==> src/hdl/uprt_pkg.sv <==
// Package with register map, field positions and states of the transmit status block.
package uprt_pkg;
    localparam int DATA_W = 16;
    localparam int ADDR_W = 4;
    localparam int BYTE_W = 8;
    localparam int FRAME_AW = 6;

    localparam logic [ADDR_W-1:0] REG_STATUS = 4'h0;
    localparam logic [ADDR_W-1:0] REG_COUNT = 4'h1;
    localparam logic [ADDR_W-1:0] REG_CTRL = 4'h2;
    localparam logic [ADDR_W-1:0] REG_CHK_START = 4'h3;
    localparam logic [ADDR_W-1:0] REG_CHK_END = 4'h4;
    localparam logic [ADDR_W-1:0] REG_FRAME_LEN = 4'h5;
    localparam logic [ADDR_W-1:0] REG_INDEX = 4'h6;
    localparam logic [ADDR_W-1:0] REG_CONST_CNT = 4'h7;
    localparam logic [ADDR_W-1:0] REG_REF_BASE = 4'h8;
    localparam logic [ADDR_W-1:0] REG_REF_OFS = 4'h9;
    localparam logic [ADDR_W-1:0] REG_REF_LIMIT = 4'hA;
    localparam logic [ADDR_W-1:0] REG_VAR_LEN = 4'hB;
    localparam logic [ADDR_W-1:0] REG_VAR_SIZE = 4'hC;
    localparam logic [ADDR_W-1:0] REG_FRAME_DATA = 4'hD;
    localparam logic [ADDR_W-1:0] REG_COMMAND = 4'hE;
    localparam logic [ADDR_W-1:0] REG_FLAGS = 4'hF;

    localparam int CTRL_RX_MODE = 0;
    localparam int CTRL_RETAIN = 1;
    localparam int CTRL_ALWAYS = 2;
    localparam int CTRL_USE_BCC = 3;
    localparam int CTRL_USE_REF = 4;
    localparam int CTRL_USE_VAR = 5;
    localparam int CTRL_USE_INDEX = 6;
    localparam int CTRL_LRC_SEL = 7;
    localparam int CMD_CLR_STATUS = 0;
    localparam int CMD_CLR_DONE = 1;
    localparam int FLAG_DONE = 0;
    localparam int FLAG_BUSY = 1;

    localparam int ERR_BCC = 0;
    localparam int ERR_INDEX = 3;
    localparam int ERR_REF = 5;
    localparam int ERR_VAR = 6;
    localparam int ERR_ABANDON = 7;
    localparam logic [DATA_W-1:0] ERR_RSV_MASK = 16'hFF16;
    localparam logic [DATA_W-1:0] ZERO_WORD = 16'h0000;
    localparam logic [DATA_W-1:0] ONE_WORD = 16'h0001;

    localparam logic [BYTE_W-1:0] ASC_0 = 8'h30;
    localparam logic [BYTE_W-1:0] ASC_9 = 8'h39;
    localparam logic [BYTE_W-1:0] ASC_A = 8'h41;
    localparam logic [BYTE_W-1:0] ASC_F = 8'h46;

    typedef enum logic [7:0] {
        ST_IDLE = 8'h01,
        ST_SCAN = 8'h02,
        ST_SCW1 = 8'h04,
        ST_SCW2 = 8'h08,
        ST_EVAL = 8'h10,
        ST_SRD = 8'h20,
        ST_SWT = 8'h40,
        ST_SOUT = 8'h80
    } uprt_state_type;

    function automatic logic is_hex_ascii(input logic [BYTE_W-1:0] b);
        return ((b >= ASC_0) && (b <= ASC_9)) ||
               ((b >= ASC_A) && (b <= ASC_F));
    endfunction

    function automatic logic [DATA_W-1:0] size_product(
        input logic [DATA_W-1:0] packed_size);
        logic [DATA_W-1:0] bytes;
        logic [DATA_W-1:0] words;
        bytes = {8'h00, packed_size[7:0]};
        words = {8'h00, packed_size[15:8]};
        return DATA_W'(bytes * words);
    endfunction
endpackage

==> src/hdl/uprt_tx_status.sv <==
// Transmit command framer with completion flag and two-word status area.
`timescale 1ns/1ns
module uprt_tx_status
    import uprt_pkg::*;
(
    input wire logic sys_clk_i,
    input wire logic resetn_i,
    input wire logic [uprt_pkg::ADDR_W-1:0] reg_addr_i,
    input wire logic [uprt_pkg::DATA_W-1:0] reg_wdata_i,
    input wire logic reg_wr_i,
    input wire logic reg_rd_i,
    output logic [uprt_pkg::DATA_W-1:0] reg_rdata_o,
    input wire logic trigger_condition_bit_i,
    input wire logic rx_frame_ok_i,
    input wire logic rx_first_byte_i,
    input wire logic [uprt_pkg::DATA_W-1:0] rx_err_i,
    input wire logic [uprt_pkg::DATA_W-1:0] rx_count_i,
    output logic [uprt_pkg::BYTE_W-1:0] tx_data_o,
    output logic tx_valid_o,
    input wire logic tx_ready_i,
    output logic completion_flag_o,
    output logic busy_o
);
    import uprt_pkg::*;

    uprt_state_type state_ff;
    uprt_state_type nxt_state;
    logic [DATA_W-1:0] err_ff;
    logic [DATA_W-1:0] nxt_err;
    logic [DATA_W-1:0] cnt_ff;
    logic [DATA_W-1:0] ctrl_ff;
    logic [DATA_W-1:0] chk_start_ff;
    logic [DATA_W-1:0] chk_end_ff;
    logic [DATA_W-1:0] frame_len_ff;
    logic [DATA_W-1:0] index_ff;
    logic [DATA_W-1:0] const_cnt_ff;
    logic [DATA_W-1:0] ref_base_ff;
    logic [DATA_W-1:0] ref_ofs_ff;
    logic [DATA_W-1:0] ref_limit_ff;
    logic [DATA_W-1:0] var_len_ff;
    logic [DATA_W-1:0] var_size_ff;
    logic [DATA_W-1:0] scan_ff;
    logic [DATA_W-1:0] idx_ff;
    logic scan_vld_ff;
    logic trig_s1_ff;
    logic trig_s2_ff;
    logic trig_s3_ff;
    logic trig_evt;
    logic rx_mode;
    logic tx_accept;
    logic tx_abandon;
    logic status_clear;
    logic range_ok;
    logic lrc_odd;
    logic lrc_bad;
    logic [DATA_W-1:0] eval_err;
    logic send_done;
    logic rd_en;
    logic [FRAME_AW-1:0] rd_addr;
    logic [BYTE_W-1:0] rd_byte;
    logic [DATA_W:0] ref_sum;
    logic cmd_wr;

    // The trigger is a pin and passes two flip-flops before the edge detect.
    always_ff @(posedge sys_clk_i or negedge resetn_i) begin
        if (!resetn_i) begin
            trig_s1_ff <= 1'b0;
            trig_s2_ff <= 1'b0;
            trig_s3_ff <= 1'b0;
        end else begin
            trig_s1_ff <= trigger_condition_bit_i;
            trig_s2_ff <= trig_s1_ff;
            trig_s3_ff <= trig_s2_ff;
        end
    end

    assign trig_evt = trig_s2_ff & ~trig_s3_ff;
    assign rx_mode = ctrl_ff[CTRL_RX_MODE];
    assign tx_accept = trig_evt && !rx_mode && (state_ff == ST_IDLE);
    assign tx_abandon = trig_evt && !rx_mode && (state_ff != ST_IDLE);
    assign cmd_wr = reg_wr_i && (reg_addr_i == REG_COMMAND);
    assign status_clear = tx_accept ||
        (trig_evt && rx_mode && !ctrl_ff[CTRL_ALWAYS]) ||
        (cmd_wr && reg_wdata_i[CMD_CLR_STATUS]);
    assign range_ok = (chk_start_ff <= chk_end_ff) &&
        (chk_end_ff < frame_len_ff);
    assign ref_sum = {1'b0, ref_base_ff} + {1'b0, ref_ofs_ff};

    always_comb begin
        eval_err = ZERO_WORD;
        if (ctrl_ff[CTRL_USE_BCC]) begin
            eval_err[ERR_BCC] = !range_ok;
            if (ctrl_ff[CTRL_LRC_SEL] && (lrc_odd || lrc_bad)) begin
                eval_err[ERR_BCC] = 1'b1;
            end
        end
        if (ctrl_ff[CTRL_USE_INDEX]) begin
            eval_err[ERR_INDEX] = index_ff >= const_cnt_ff;
        end
        if (ctrl_ff[CTRL_USE_REF]) begin
            eval_err[ERR_REF] = ref_sum > {1'b0, ref_limit_ff};
        end
        if (ctrl_ff[CTRL_USE_VAR]) begin
            eval_err[ERR_VAR] = var_len_ff[DATA_W-1] ||
                (var_len_ff > size_product(var_size_ff));
        end
    end

    assign send_done = ((state_ff == ST_SOUT) && tx_ready_i &&
        (idx_ff + ONE_WORD >= frame_len_ff)) ||
        ((state_ff == ST_EVAL) && (eval_err == ZERO_WORD) &&
        (frame_len_ff == ZERO_WORD));

    always_comb begin
        nxt_state = state_ff;
        case (state_ff)
            ST_IDLE: begin
                if (tx_accept) begin
                    if (ctrl_ff[CTRL_USE_BCC] && ctrl_ff[CTRL_LRC_SEL] &&
                        range_ok) begin
                        nxt_state = ST_SCAN;
                    end else begin
                        nxt_state = ST_EVAL;
                    end
                end
            end
            ST_SCAN: begin
                if (scan_ff == chk_end_ff) begin
                    nxt_state = ST_SCW1;
                end
            end
            ST_SCW1: nxt_state = ST_SCW2;
            ST_SCW2: nxt_state = ST_EVAL;
            ST_EVAL: begin
                if (eval_err != ZERO_WORD) begin
                    nxt_state = ST_IDLE;
                end else if (frame_len_ff == ZERO_WORD) begin
                    nxt_state = ST_IDLE;
                end else begin
                    nxt_state = ST_SRD;
                end
            end
            ST_SRD: nxt_state = ST_SWT;
            ST_SWT: nxt_state = ST_SOUT;
            ST_SOUT: begin
                if (tx_ready_i) begin
                    nxt_state = send_done ? ST_IDLE : ST_SRD;
                end
            end
            default: nxt_state = ST_IDLE;
        endcase
    end

    always_ff @(posedge sys_clk_i or negedge resetn_i) begin
        if (!resetn_i) begin
            state_ff <= ST_IDLE;
        end else begin
            state_ff <= nxt_state;
        end
    end

    always_ff @(posedge sys_clk_i or negedge resetn_i) begin
        if (!resetn_i) begin
            scan_ff <= ZERO_WORD;
            scan_vld_ff <= 1'b0;
        end else begin
            scan_vld_ff <= (state_ff == ST_SCAN);
            if (tx_accept) begin
                scan_ff <= chk_start_ff;
            end else if (state_ff == ST_SCAN) begin
                scan_ff <= scan_ff + ONE_WORD;
            end
        end
    end

    always_ff @(posedge sys_clk_i or negedge resetn_i) begin
        if (!resetn_i) begin
            idx_ff <= ZERO_WORD;
        end else if (state_ff == ST_EVAL) begin
            idx_ff <= ZERO_WORD;
        end else if ((state_ff == ST_SOUT) && tx_ready_i) begin
            idx_ff <= idx_ff + ONE_WORD;
        end
    end

    assign rd_en = (state_ff == ST_SCAN) || (state_ff == ST_SRD);
    assign rd_addr = (state_ff == ST_SCAN) ? scan_ff[FRAME_AW-1:0] :
        idx_ff[FRAME_AW-1:0];

    uprt_frame_mem #(
        .DW(BYTE_W),
        .AW(FRAME_AW)
    ) u_mem (
        .sys_clk_i(sys_clk_i),
        .wr_en_i(reg_wr_i && (reg_addr_i == REG_FRAME_DATA)),
        .wr_addr_i(reg_wdata_i[BYTE_W+FRAME_AW-1:BYTE_W]),
        .wr_data_i(reg_wdata_i[BYTE_W-1:0]),
        .rd_en_i(rd_en),
        .rd_addr_i(rd_addr),
        .rd_data_o(rd_byte)
    );

    uprt_lrc_chk u_lrc (
        .sys_clk_i(sys_clk_i),
        .resetn_i(resetn_i),
        .clr_i(tx_accept),
        .byte_vld_i(scan_vld_ff),
        .byte_i(rd_byte),
        .odd_o(lrc_odd),
        .bad_o(lrc_bad)
    );

    always_ff @(posedge sys_clk_i or negedge resetn_i) begin
        if (!resetn_i) begin
            tx_valid_o <= 1'b0;
            tx_data_o <= 8'h00;
        end else if (state_ff == ST_SWT) begin
            tx_valid_o <= 1'b1;
            tx_data_o <= rd_byte;
        end else if ((state_ff == ST_SOUT) && tx_ready_i) begin
            tx_valid_o <= 1'b0;
        end
    end

    // A new cause is ORed in after the clear, so a set in the clear cycle wins.
    always_comb begin
        nxt_err = status_clear ? ZERO_WORD : err_ff;
        if (state_ff == ST_EVAL) begin
            nxt_err = nxt_err | (eval_err & ~ERR_RSV_MASK);
        end
        if (tx_abandon) begin
            nxt_err[ERR_ABANDON] = 1'b1;
        end
        if (rx_mode) begin
            nxt_err = nxt_err | rx_err_i;
        end
    end

    always_ff @(posedge sys_clk_i or negedge resetn_i) begin
        if (!resetn_i) begin
            err_ff <= ZERO_WORD;
        end else begin
            err_ff <= nxt_err;
        end
    end

    always_ff @(posedge sys_clk_i or negedge resetn_i) begin
        if (!resetn_i) begin
            cnt_ff <= ZERO_WORD;
        end else if (send_done) begin
            cnt_ff <= frame_len_ff;
        end else if (rx_mode && rx_frame_ok_i) begin
            cnt_ff <= rx_count_i;
        end
    end

    always_ff @(posedge sys_clk_i or negedge resetn_i) begin
        if (!resetn_i) begin
            completion_flag_o <= 1'b0;
        end else if (send_done || (rx_mode && rx_frame_ok_i)) begin
            completion_flag_o <= 1'b1;
        end else if (tx_accept || (trig_evt && rx_mode)) begin
            completion_flag_o <= 1'b0;
        end else if (cmd_wr && reg_wdata_i[CMD_CLR_DONE]) begin
            completion_flag_o <= 1'b0;
        end else if (rx_mode && rx_first_byte_i && !ctrl_ff[CTRL_RETAIN]) begin
            completion_flag_o <= 1'b0;
        end
    end

    always_ff @(posedge sys_clk_i or negedge resetn_i) begin
        if (!resetn_i) begin
            busy_o <= 1'b0;
        end else begin
            busy_o <= (nxt_state != ST_IDLE);
        end
    end

    always_ff @(posedge sys_clk_i or negedge resetn_i) begin
        if (!resetn_i) begin
            ctrl_ff <= ZERO_WORD;
            chk_start_ff <= ZERO_WORD;
            chk_end_ff <= ZERO_WORD;
            frame_len_ff <= ZERO_WORD;
            index_ff <= ZERO_WORD;
            const_cnt_ff <= ZERO_WORD;
            ref_base_ff <= ZERO_WORD;
            ref_ofs_ff <= ZERO_WORD;
            ref_limit_ff <= ZERO_WORD;
            var_len_ff <= ZERO_WORD;
            var_size_ff <= ZERO_WORD;
        end else if (reg_wr_i) begin
            if (reg_addr_i == REG_CTRL) begin
                ctrl_ff <= reg_wdata_i;
            end else if (reg_addr_i == REG_CHK_START) begin
                chk_start_ff <= reg_wdata_i;
            end else if (reg_addr_i == REG_CHK_END) begin
                chk_end_ff <= reg_wdata_i;
            end else if (reg_addr_i == REG_FRAME_LEN) begin
                frame_len_ff <= reg_wdata_i;
            end else if (reg_addr_i == REG_INDEX) begin
                index_ff <= reg_wdata_i;
            end else if (reg_addr_i == REG_CONST_CNT) begin
                const_cnt_ff <= reg_wdata_i;
            end else if (reg_addr_i == REG_REF_BASE) begin
                ref_base_ff <= reg_wdata_i;
            end else if (reg_addr_i == REG_REF_OFS) begin
                ref_ofs_ff <= reg_wdata_i;
            end else if (reg_addr_i == REG_REF_LIMIT) begin
                ref_limit_ff <= reg_wdata_i;
            end else if (reg_addr_i == REG_VAR_LEN) begin
                var_len_ff <= reg_wdata_i;
            end else if (reg_addr_i == REG_VAR_SIZE) begin
                var_size_ff <= reg_wdata_i;
            end
        end
    end

    always_ff @(posedge sys_clk_i or negedge resetn_i) begin
        if (!resetn_i) begin
            reg_rdata_o <= ZERO_WORD;
        end else if (!reg_rd_i) begin
            reg_rdata_o <= ZERO_WORD;
        end else if (reg_addr_i == REG_STATUS) begin
            reg_rdata_o <= err_ff;
        end else if (reg_addr_i == REG_COUNT) begin
            reg_rdata_o <= cnt_ff;
        end else if (reg_addr_i == REG_CTRL) begin
            reg_rdata_o <= ctrl_ff;
        end else if (reg_addr_i == REG_FRAME_LEN) begin
            reg_rdata_o <= frame_len_ff;
        end else if (reg_addr_i == REG_FLAGS) begin
            reg_rdata_o <= {14'h0000, busy_o, completion_flag_o};
        end else begin
            reg_rdata_o <= ZERO_WORD;
        end
    end

    abandon_flag_a: assert property (
        @(posedge sys_clk_i) disable iff (!resetn_i)
        (tx_abandon && (nxt_state != ST_IDLE)) |=>
        err_ff[ERR_ABANDON] && busy_o)
        else $error("busy trigger did not set the abandon bit");

    status_clear_a: assert property (
        @(posedge sys_clk_i) disable iff (!resetn_i)
        (|($past(err_ff) & ~err_ff)) |-> $past(status_clear))
        else $error("status bit cleared without a trigger or clear");

    reserved_zero_a: assert property (
        @(posedge sys_clk_i) disable iff (!resetn_i)
        (state_ff == ST_EVAL) |=>
        ((err_ff & ERR_RSV_MASK) == ($past(err_ff) & ERR_RSV_MASK)))
        else $error("transmit check touched a reserved bit");

    error_blocks_send_a: assert property (
        @(posedge sys_clk_i) disable iff (!resetn_i)
        (state_ff == ST_EVAL && eval_err != ZERO_WORD) |=>
        (state_ff == ST_IDLE) && !tx_valid_o && !completion_flag_o)
        else $error("frame sent or completed despite an error");

    done_count_a: assert property (
        @(posedge sys_clk_i) disable iff (!resetn_i)
        send_done |=> completion_flag_o && (cnt_ff == $past(frame_len_ff)))
        else $error("completion without the frame byte count");

    send_order_a: assert property (
        @(posedge sys_clk_i) disable iff (!resetn_i)
        (state_ff == ST_SRD) |=> (state_ff == ST_SWT) ##1 tx_valid_o)
        else $error("frame byte not presented two cycles after read");

    range_err_a: assert property (
        @(posedge sys_clk_i) disable iff (!resetn_i)
        (state_ff == ST_EVAL && ctrl_ff[CTRL_USE_BCC] &&
        chk_start_ff > chk_end_ff) |=> err_ff[ERR_BCC])
        else $error("reversed check range did not set bit 0");

    index_err_a: assert property (
        @(posedge sys_clk_i) disable iff (!resetn_i)
        (state_ff == ST_EVAL && ctrl_ff[CTRL_USE_INDEX] &&
        index_ff >= const_cnt_ff) |=> err_ff[ERR_INDEX])
        else $error("unmatched index did not set bit 3");

    var_err_a: assert property (
        @(posedge sys_clk_i) disable iff (!resetn_i)
        (state_ff == ST_EVAL && ctrl_ff[CTRL_USE_VAR] &&
        var_len_ff[DATA_W-1]) |=> err_ff[ERR_VAR])
        else $error("negative length did not set bit 6");

    ref_err_a: assert property (
        @(posedge sys_clk_i) disable iff (!resetn_i)
        (state_ff == ST_EVAL && ctrl_ff[CTRL_USE_REF] &&
        ref_sum > {1'b0, ref_limit_ff}) |=> err_ff[ERR_REF])
        else $error("reference overrun did not set bit 5");

    retain_done_a: assert property (
        @(posedge sys_clk_i) disable iff (!resetn_i)
        (rx_mode && ctrl_ff[CTRL_RETAIN] && completion_flag_o &&
        rx_first_byte_i && !trig_evt && !cmd_wr) |=> completion_flag_o)
        else $error("retained completion flag dropped");

    always_hold_a: assert property (
        @(posedge sys_clk_i) disable iff (!resetn_i)
        (rx_mode && ctrl_ff[CTRL_ALWAYS] && !cmd_wr &&
        rx_err_i == ZERO_WORD) |=> (err_ff == $past(err_ff)))
        else $error("always-enabled receive status changed");
endmodule

==> src/hdl/uprt_frame_mem.sv <==
// Frame byte store with one write port and a registered read port.
`timescale 1ns/1ns
module uprt_frame_mem #(
    parameter int DW = 8,
    parameter int AW = 6
) (
    input wire logic sys_clk_i,
    input wire logic wr_en_i,
    input wire logic [AW-1:0] wr_addr_i,
    input wire logic [DW-1:0] wr_data_i,
    input wire logic rd_en_i,
    input wire logic [AW-1:0] rd_addr_i,
    output logic [DW-1:0] rd_data_o
);
    logic [DW-1:0] mem_ff [0:(1<<AW)-1];

    always_ff @(posedge sys_clk_i) begin
        if (wr_en_i) begin
            mem_ff[wr_addr_i] <= wr_data_i;
        end
    end

    always_ff @(posedge sys_clk_i) begin
        if (rd_en_i) begin
            rd_data_o <= mem_ff[rd_addr_i];
        end
    end
endmodule

==> src/hdl/uprt_lrc_chk.sv <==
// Scanner that checks the check-code range for odd length and non-hex bytes.
`timescale 1ns/1ns
module uprt_lrc_chk
    import uprt_pkg::*;
(
    input wire logic sys_clk_i,
    input wire logic resetn_i,
    input wire logic clr_i,
    input wire logic byte_vld_i,
    input wire logic [uprt_pkg::BYTE_W-1:0] byte_i,
    output logic odd_o,
    output logic bad_o
);
    import uprt_pkg::*;

    always_ff @(posedge sys_clk_i or negedge resetn_i) begin
        if (!resetn_i) begin
            odd_o <= 1'b0;
        end else if (clr_i) begin
            odd_o <= 1'b0;
        end else if (byte_vld_i) begin
            odd_o <= ~odd_o;
        end
    end

    always_ff @(posedge sys_clk_i or negedge resetn_i) begin
        if (!resetn_i) begin
            bad_o <= 1'b0;
        end else if (clr_i) begin
            bad_o <= 1'b0;
        end else if (byte_vld_i && !is_hex_ascii(byte_i)) begin
            bad_o <= 1'b1;
        end
    end
endmodule

==> config.mk <==
export PLATFORM = sky130hd
export DESIGN_NAME = uprt_tx_status
export DESIGN_NICKNAME = d
export VERILOG_FILES = /design/src/hdl/uprt_pkg.sv /design/src/hdl/uprt_tx_status.sv /design/src/hdl/uprt_frame_mem.sv /design/src/hdl/uprt_lrc_chk.sv
export SDC_FILE = /design/constraint.sdc
export NUM_CORES = 1
export LEC_CHECK = 0
export BUFFER_PORTS_ARGS = -buffer_cell sky130_fd_sc_hd__buf_2
export CAP_MARGIN = 5
export CORE_MARGIN = 8
export CORE_UTILIZATION = 40
export CTS_BUF_LIST = sky130_fd_sc_hd__clkbuf_4
export DETAILED_ROUTE_END_ITERATION = 10
export PLACE_DENSITY = 0.52
export SLEW_MARGIN = 20
export SYNTH_ARGS = -nofsm -noshare
export SYNTH_HDL_FRONTEND = slang
export SYNTH_SLANG_ARGS = --single-unit
export TNS_END_PERCENT = 10
==> constraint.sdc <==
create_clock -name sys_clk_i -period 8.4 [get_ports sys_clk_i]
set_input_delay 1.68 -clock sys_clk_i [delete_from_list [all_inputs] [get_ports sys_clk_i]]
set_output_delay 1.68 -clock sys_clk_i [all_outputs]
set_load 0.05 [all_outputs]
## Yosys cells after proc, flatten, opt, wreduce, memory -nomap -nowiden

Memories as Yosys holds them, arrays and structs flattened. A register that Yosys moved wholly into a read port is not among the register bits.
Index checks and enable logic that the tools add are counted.

- Memories: 1
- Output and inout port bits: 27
- Memory bits (writable): 512
- Flip-flop bits (word level): 281
- Input bits: 60

- Multiply operators: 1
- Reduce and logical (&&, ||, !) cells: 59
- Magnitude comparators: 10
- Equality and inequality tests: 26
- Add/sub/neg operators: 3
- Mux-type cells: 42
- Bitwise logic cells: 15

Memories:

| memory | depth | width | rd ports | clocked after Yosys merged registers in | write ports | RTL line | RTL |
|---|---|---|---|---|---|---|---|
| u_mem.mem_ff | 64 | 8 | 1 | 1 | 1 | uprt_frame_mem.sv:15 | `logic [DW-1:0] mem_ff [0:(1<<AW)-1];` |

Operator list:

| operator | count |
|---|---|
| $mux 16 | 14 |
| $pmux 8 s8 | 1 |
| $add 16x1->16 const B | 2 |
| $eq 4x4->1 const B | 8 |
| $ge 16x16->1 | 2 |
| $logic_not 16->1 | 2 |
| $mux 6 | 4 |
| $mux 8 | 3 |
| $logic_and 1x1->1 | 23 |
| $mux 1 | 18 |
| $add 16x16->17 | 1 |
| $gt 17x16->1 | 1 |
| $eq 16x16->1 | 1 |
| $eq 4x3->1 const B | 4 |
| $gt 16x16->1 | 1 |
| $le 16x16->1 | 1 |
| $lt 16x16->1 | 1 |
| $mul 8x8->16 | 1 |
| $ne 8x1->1 const B | 2 |
| $or 16x16->16 | 1 |
| $or 16x7->16 | 1 |
| $reduce_bool 16->1 | 1 |
| $not 1->1 | 12 |
| $reduce_and 12->1 | 1 |
| 32 further kinds | 50 |

## Longest topological paths before layout

- Depth in word-level cells: 13
- Depth in mapped cells: 26

## Hierarchy

Synthesis repeated with hierarchy kept, for this count alone.

- Cell total of the unflattened synthesis: 2599
- Area, all modules: 37221.9 µm²

By module, submodules not included:

| module | cells an instance | instances | area each (µm²) | sequential area each (µm²) |
|---|---|---|---|---|
| uprt_frame_mem | 972 | 1 | 20270.7 | 15615.0 |
| uprt_tx_status | 1614 | 1 | 16829.9 | 6982.9 |
| uprt_lrc_chk | 13 | 1 | 121.4 | 50.0 |

## Worst setup path after synthesis

OpenSTA, ideal clock, no wires.

- Path type: reg2reg
- Start: reg var_size_ff[1]
- End: reg cnt_ff[0]
- Data required time: 8.275 ns
- Path slack: 2.194 ns
- Setup time: 0.125 ns
- Arrival time: 6.081 ns
- Stages on the path, launching flop included: 24
- Cells stage by stage: dfrtp_1 > and2_1 > fa_1 > fa_1 > inv_1 > fa_1 > fa_1 > inv_1 > ha_1 > a21oi_1 > nor2b_1 > o21a_1 > o22ai_1 > o21ai_0 > o41ai_1 > xnor2_1 > ha_1 > nand4_1 > o41ai_1 > a31oi_1 > nor3b_1 > nand2_1 > o311ai_4 > mux2_2

- Word-level cells in the longest chain between the ends: 9
- Elaborated cells on any way between the ends: 10
- Those cells by class: 1 x mul; 1 x order compare; 2 x mux; 6 x reduce/logical

RTL lines:

| item | RTL line | RTL |
|---|---|---|
| start, declared | uprt_tx_status.sv:41 | `logic [DATA_W-1:0] var_size_ff;` |
| start signal, assigned | uprt_tx_status.sv:314 | `var_size_ff <= reg_wdata_i;` |
| $mul 8x8->16 (*) | uprt_pkg.sv:74 | `return DATA_W'(bytes * words);` |
| $gt 16x16->1 (*) | uprt_tx_status.sv:105 | `(var_len_ff > size_product(var_size_ff));` |
| $logic_or 1x1->1 (*) | uprt_tx_status.sv:104 | `eval_err[ERR_VAR] = var_len_ff[DATA_W-1] \|\|` |
| $mux 1 (*) | uprt_tx_status.sv:103 | `if (ctrl_ff[CTRL_USE_VAR]) begin` |
| $logic_not 16->1 (*) | uprt_tx_status.sv:111 | `((state_ff == ST_EVAL) && (eval_err == ZERO_WORD) &&` |
| $logic_and 1x1->1 (*) (2 in series) | uprt_tx_status.sv:111 |  |
| $logic_or 1x1->1 (*) | uprt_tx_status.sv:110 | `(idx_ff + ONE_WORD >= frame_len_ff)) \|\|` |
| $mux 16 / $reduce_bool 2->1 (equally long branches) | - |  |
| end signal, assigned | uprt_tx_status.sv:251 | `cnt_ff <= frame_len_ff;` |
| end signal, assigned | uprt_tx_status.sv:253 | `cnt_ff <= rx_count_i;` |
| end, declared | uprt_tx_status.sv:30 | `logic [DATA_W-1:0] cnt_ff;` |

Mark *: on every way between the ends. The rest lies on a longest branch, timed or not.
A chain may end at the register's enable or synchronous reset.

## Worst setup path after layout

- Start: reg var_size_ff[12]
- End: reg cnt_ff[3]

Same word-level chain as after synthesis.

==> impl_metrics.tcl <==
set metrics [dict create \
    cts_tree "yes" \
    num-fill-cells 8695 \
    core_area_mm2 0.09319 \
    r2r_cells 24 \
    timing.rr.start "var_size_ff[12]$_DFFE_PN0P_" \
    dieArea_mm2 0.1040 \
    track_usage_pct 19.98 \
    yosys_register_bits 801 \
    drt-vias-per-instance 5.394 \
    syn_avg_cell_area_um2 12.16 \
    p_per_area_mw_per_mm2 250.7 \
    gp_congestion 0.8187 \
    setup_violations 0 \
    cts-root-buf "clkbuf_4" \
    timing.rr.end "cnt_ff[3]$_DFFE_PN0P_" \
    synthTopCellsByCount "edfxtp_1, nand2_1, dfrtp_1" \
    htreeDepth 4 \
    area.sequential_mm2 0.02265 \
    rrSetupSlack_ns 1.22 \
    io_buffers 86 \
    tightest_slew_ns 1.115 \
    drt_wl_total_mm 104.6 \
    synth_area_mm2 0.03757 \
    synth_top_area_share_pct 41.56 \
    synth_cells 3090 \
    p_leak_nw 17.11 \
    initial_core_util_pct 40.32 \
    antenna_left 0 \
    p_comb_share_pct 22.3 \
    setup_tns_ns 0 \
    drt_iter0_markers 1698 \
    intPower_w 0.007199 \
    critPathLaunchType "flop" \
    grt_max_degree 160 \
    period_minus_slack_ns 7.176 \
    hold_viol_final 0 \
    synth_edf_count 520 \
    yosysWarnings 0 \
    seq_area_frac_synth_pct 60.28 \
    worst-setup-path-type "reg -> reg" \
    hold_path_depth 0 \
    critPathArrivalTime_ns 8.13 \
    cap_violations 0 \
    multi_input_comb_area_mm2 0.01382 \
    synth_nets 3336 \
    async_flop_share_pct 35.08 \
    cp_max_fo 9 \
    ctsLongestPathBuffers 3 \
    rows 112 \
    route.vias.total 25320 \
    clkPwrFrac_pct 31.9 \
    hold_start "trig_s1_ff$_DFF_PN0_" \
    boundaryPins 87 \
    drc 0 \
    status "complete, no violations" \
    grt_pass1_wl_mm 159.1 \
    worst_slack_ns 1.224 \
    final_cell_area_mm2 0.04194 \
    synthDistinctLibCells 73 \
    end_kind "flop" \
    areaGrowthSynthToFinish_pct 11.63 \
    drtPass1Iterations 5 \
    pwr-share-seq_pct 45.7 \
    fin_crit_sh_pct 85.43 \
    clk_latency_ns 1.08 \
    fin_skew_ns 0.07674 \
    overflow 0 \
    ir_worst_vdd_uv 142.9 \
    min_path_type "reg -> reg" \
    place_hpwl_mm 66.11 \
    synth_top_area_cell "edfxtp_1" \
    crit_required_ns 9.36 \
    clk_transition_reported_paths_ns 0.07 \
    die_y_um 322.5 \
    maxSlewHeadroom_pct 25.66 \
    wl_per_cell_um 22.28 \
    switching_power_w 0.003314 \
    slew_violations 0 \
    synth_most_common_cell "edfxtp_1" \
    antenna_found_initial 4 \
    fmax_mhz 139.4 \
    ctsHoldBuffers 0 \
    cts-resized-gates 0 \
    dpl_cell_area_mm2 0.03927 \
    cts_sinks 801 \
    die_w_um 322.5 \
    drive_gt1_share_pct 18.13 \
    post_cts_buffers 0 \
    pre_cts_ws_ns 1.178 \
    hold-path-endpoint "trig_s2_ff$_DFF_PN0_" \
    nets 3518 \
    synth_area_leaders "edfxtp_1, dfrtp_1, nand2_1" \
    grt_pass1_vias 25810 \
    ys.flop_type "edfxtp_1" \
    power_switching_share_pct 31.52 \
    rsz0062_at_grt "no" \
    cts_made_buffers 211 \
]
-- layout make-up --
type | count | share of cell area [%]
diodes | 4 | 0.02387
clock buffers | 304 | 5.442
clock inverters | 73 | 0.8920
inverters | 137 | 1.226
multi-input cells | 2002 | 32.96
flip-flops and latches | 801 | 54.00
well taps | 1254 | 3.741
repair buffers | 119 | 1.712
-- cells by family after synthesis --
kind of cell             synth area share, %
XOR/XNOR                               1.562
adder cells (fa/ha/maj)                6.933
AND/OR/NAND/NOR                        13.37
multiplexers                           7.479
buffers and inverters                  3.190
AO/OA/AOI/OAI                          7.190
flip-flops                             60.28
-- metal layers --
metal	vias up	share of wire, %	track usage (%)
met4	4	2.5	6.485
met1	12710	45	26.94
li1	11730	-	-
met3	178	5.1	3.803
met2	698	47	32.55
met5	-	0.16	0
-- worst max-delay path: stages (launching register included) --
cell and delay, ns:
dfrtp_1 0.46, and2_1 0.19, fa_1 0.45, fa_1 0.56, inv_1 0.05, fa_1 0.46
fa_1 0.54, inv_1 0.04, ha_1 0.32, a21oi_1 0.22, nor2b_1 0.07, o21a_1 0.19
o22ai_1 0.17, o21ai_0 0.16, o41ai_1 0.33, xnor2_1 0.13, ha_1 0.31, nand4_1 0.17
o41ai_1 0.41, a31oi_1 0.24, nor3b_1 0.36, nand2_1 0.13, o311ai_4 0.57, buf_4 0.32
mux2i_1 0.22
-- cells in the final DEF, fill, tap and decap left out, types with 107 or more instances in the layout --
master	instances
clkbuf_4	304
nand3_1	157
mux2i_1	111
inv_1	137
edfxtp_1	520
ha_1	149
dfrtp_1	280
nand2_1	512
mux2_2	150
nor2_1	132
o21ai_0	107
-- flip-flops by register name, indices dropped and copies added (netlist names), 16 cells and up --
| register | count |
|---|---|
| ctrl_ff | 16 |
| ref_limit_ff | 16 |
| var_len_ff | 16 |
| err_ff | 16 |
| u_mem.mem_ff | 512 |
| const_cnt_ff | 16 |
| reg_rdata_o | 16 |
| scan_ff | 16 |
| chk_end_ff | 16 |
| var_size_ff | 16 |
| frame_len_ff | 16 |
| ref_base_ff | 16 |
| ref_ofs_ff | 16 |
| index_ff | 16 |
| idx_ff | 16 |
| chk_start_ff | 16 |
| cnt_ff | 16 |
-- power by group through the flow --
stage,clock network [W],registers (W),logic (W)
final,0.00336,0.00481,0.00235
after global routing,0.00367,0.00485,0.00269
after CTS,0.00346,0.00481,0.00238
after detailed placement,0,0.00488,0.00236
after global placement,0,0.00487,0.00230
after floorplan,0,0.00477,0.00176
-- worst max-delay path by stage --
stage	startpoint	endpoint	slack, ns	cells after the start
floorplan	var_size_ff[1]$_DFFE_PN0P_	cnt_ff[0]$_DFFE_PN0P_	2.19	23
global placement	var_size_ff[1]$_DFFE_PN0P_	cnt_ff[9]$_DFFE_PN0P_	1.38	25
detailed placement	var_size_ff[1]$_DFFE_PN0P_	cnt_ff[3]$_DFFE_PN0P_	1.18	25
CTS	var_size_ff[11]$_DFFE_PN0P_	cnt_ff[3]$_DFFE_PN0P_	1.15	24
global route	var_size_ff[12]$_DFFE_PN0P_	cnt_ff[7]$_DFFE_PN0P_	0.84	24
finish	var_size_ff[12]$_DFFE_PN0P_	cnt_ff[3]$_DFFE_PN0P_	1.22	24
-- through the flow --
step	std cells	util (%)	hold slack (ns)	total power [W]
6_report	4694	45.01	0.3522	0.01051
5_1_grt	4692	45.00	0.3651	0.01121
4_1_cts	4690	44.99	0.3596	0.01065
3_5_place_dp	4313	42.14	0.3455	0.007242
3_3_place_gp	4313	42.12	0.3352	0.007167
2_1_floorplan	3090	-	0.3312	0.006529
Note: power is estimated with default switching activity, not from simulation.
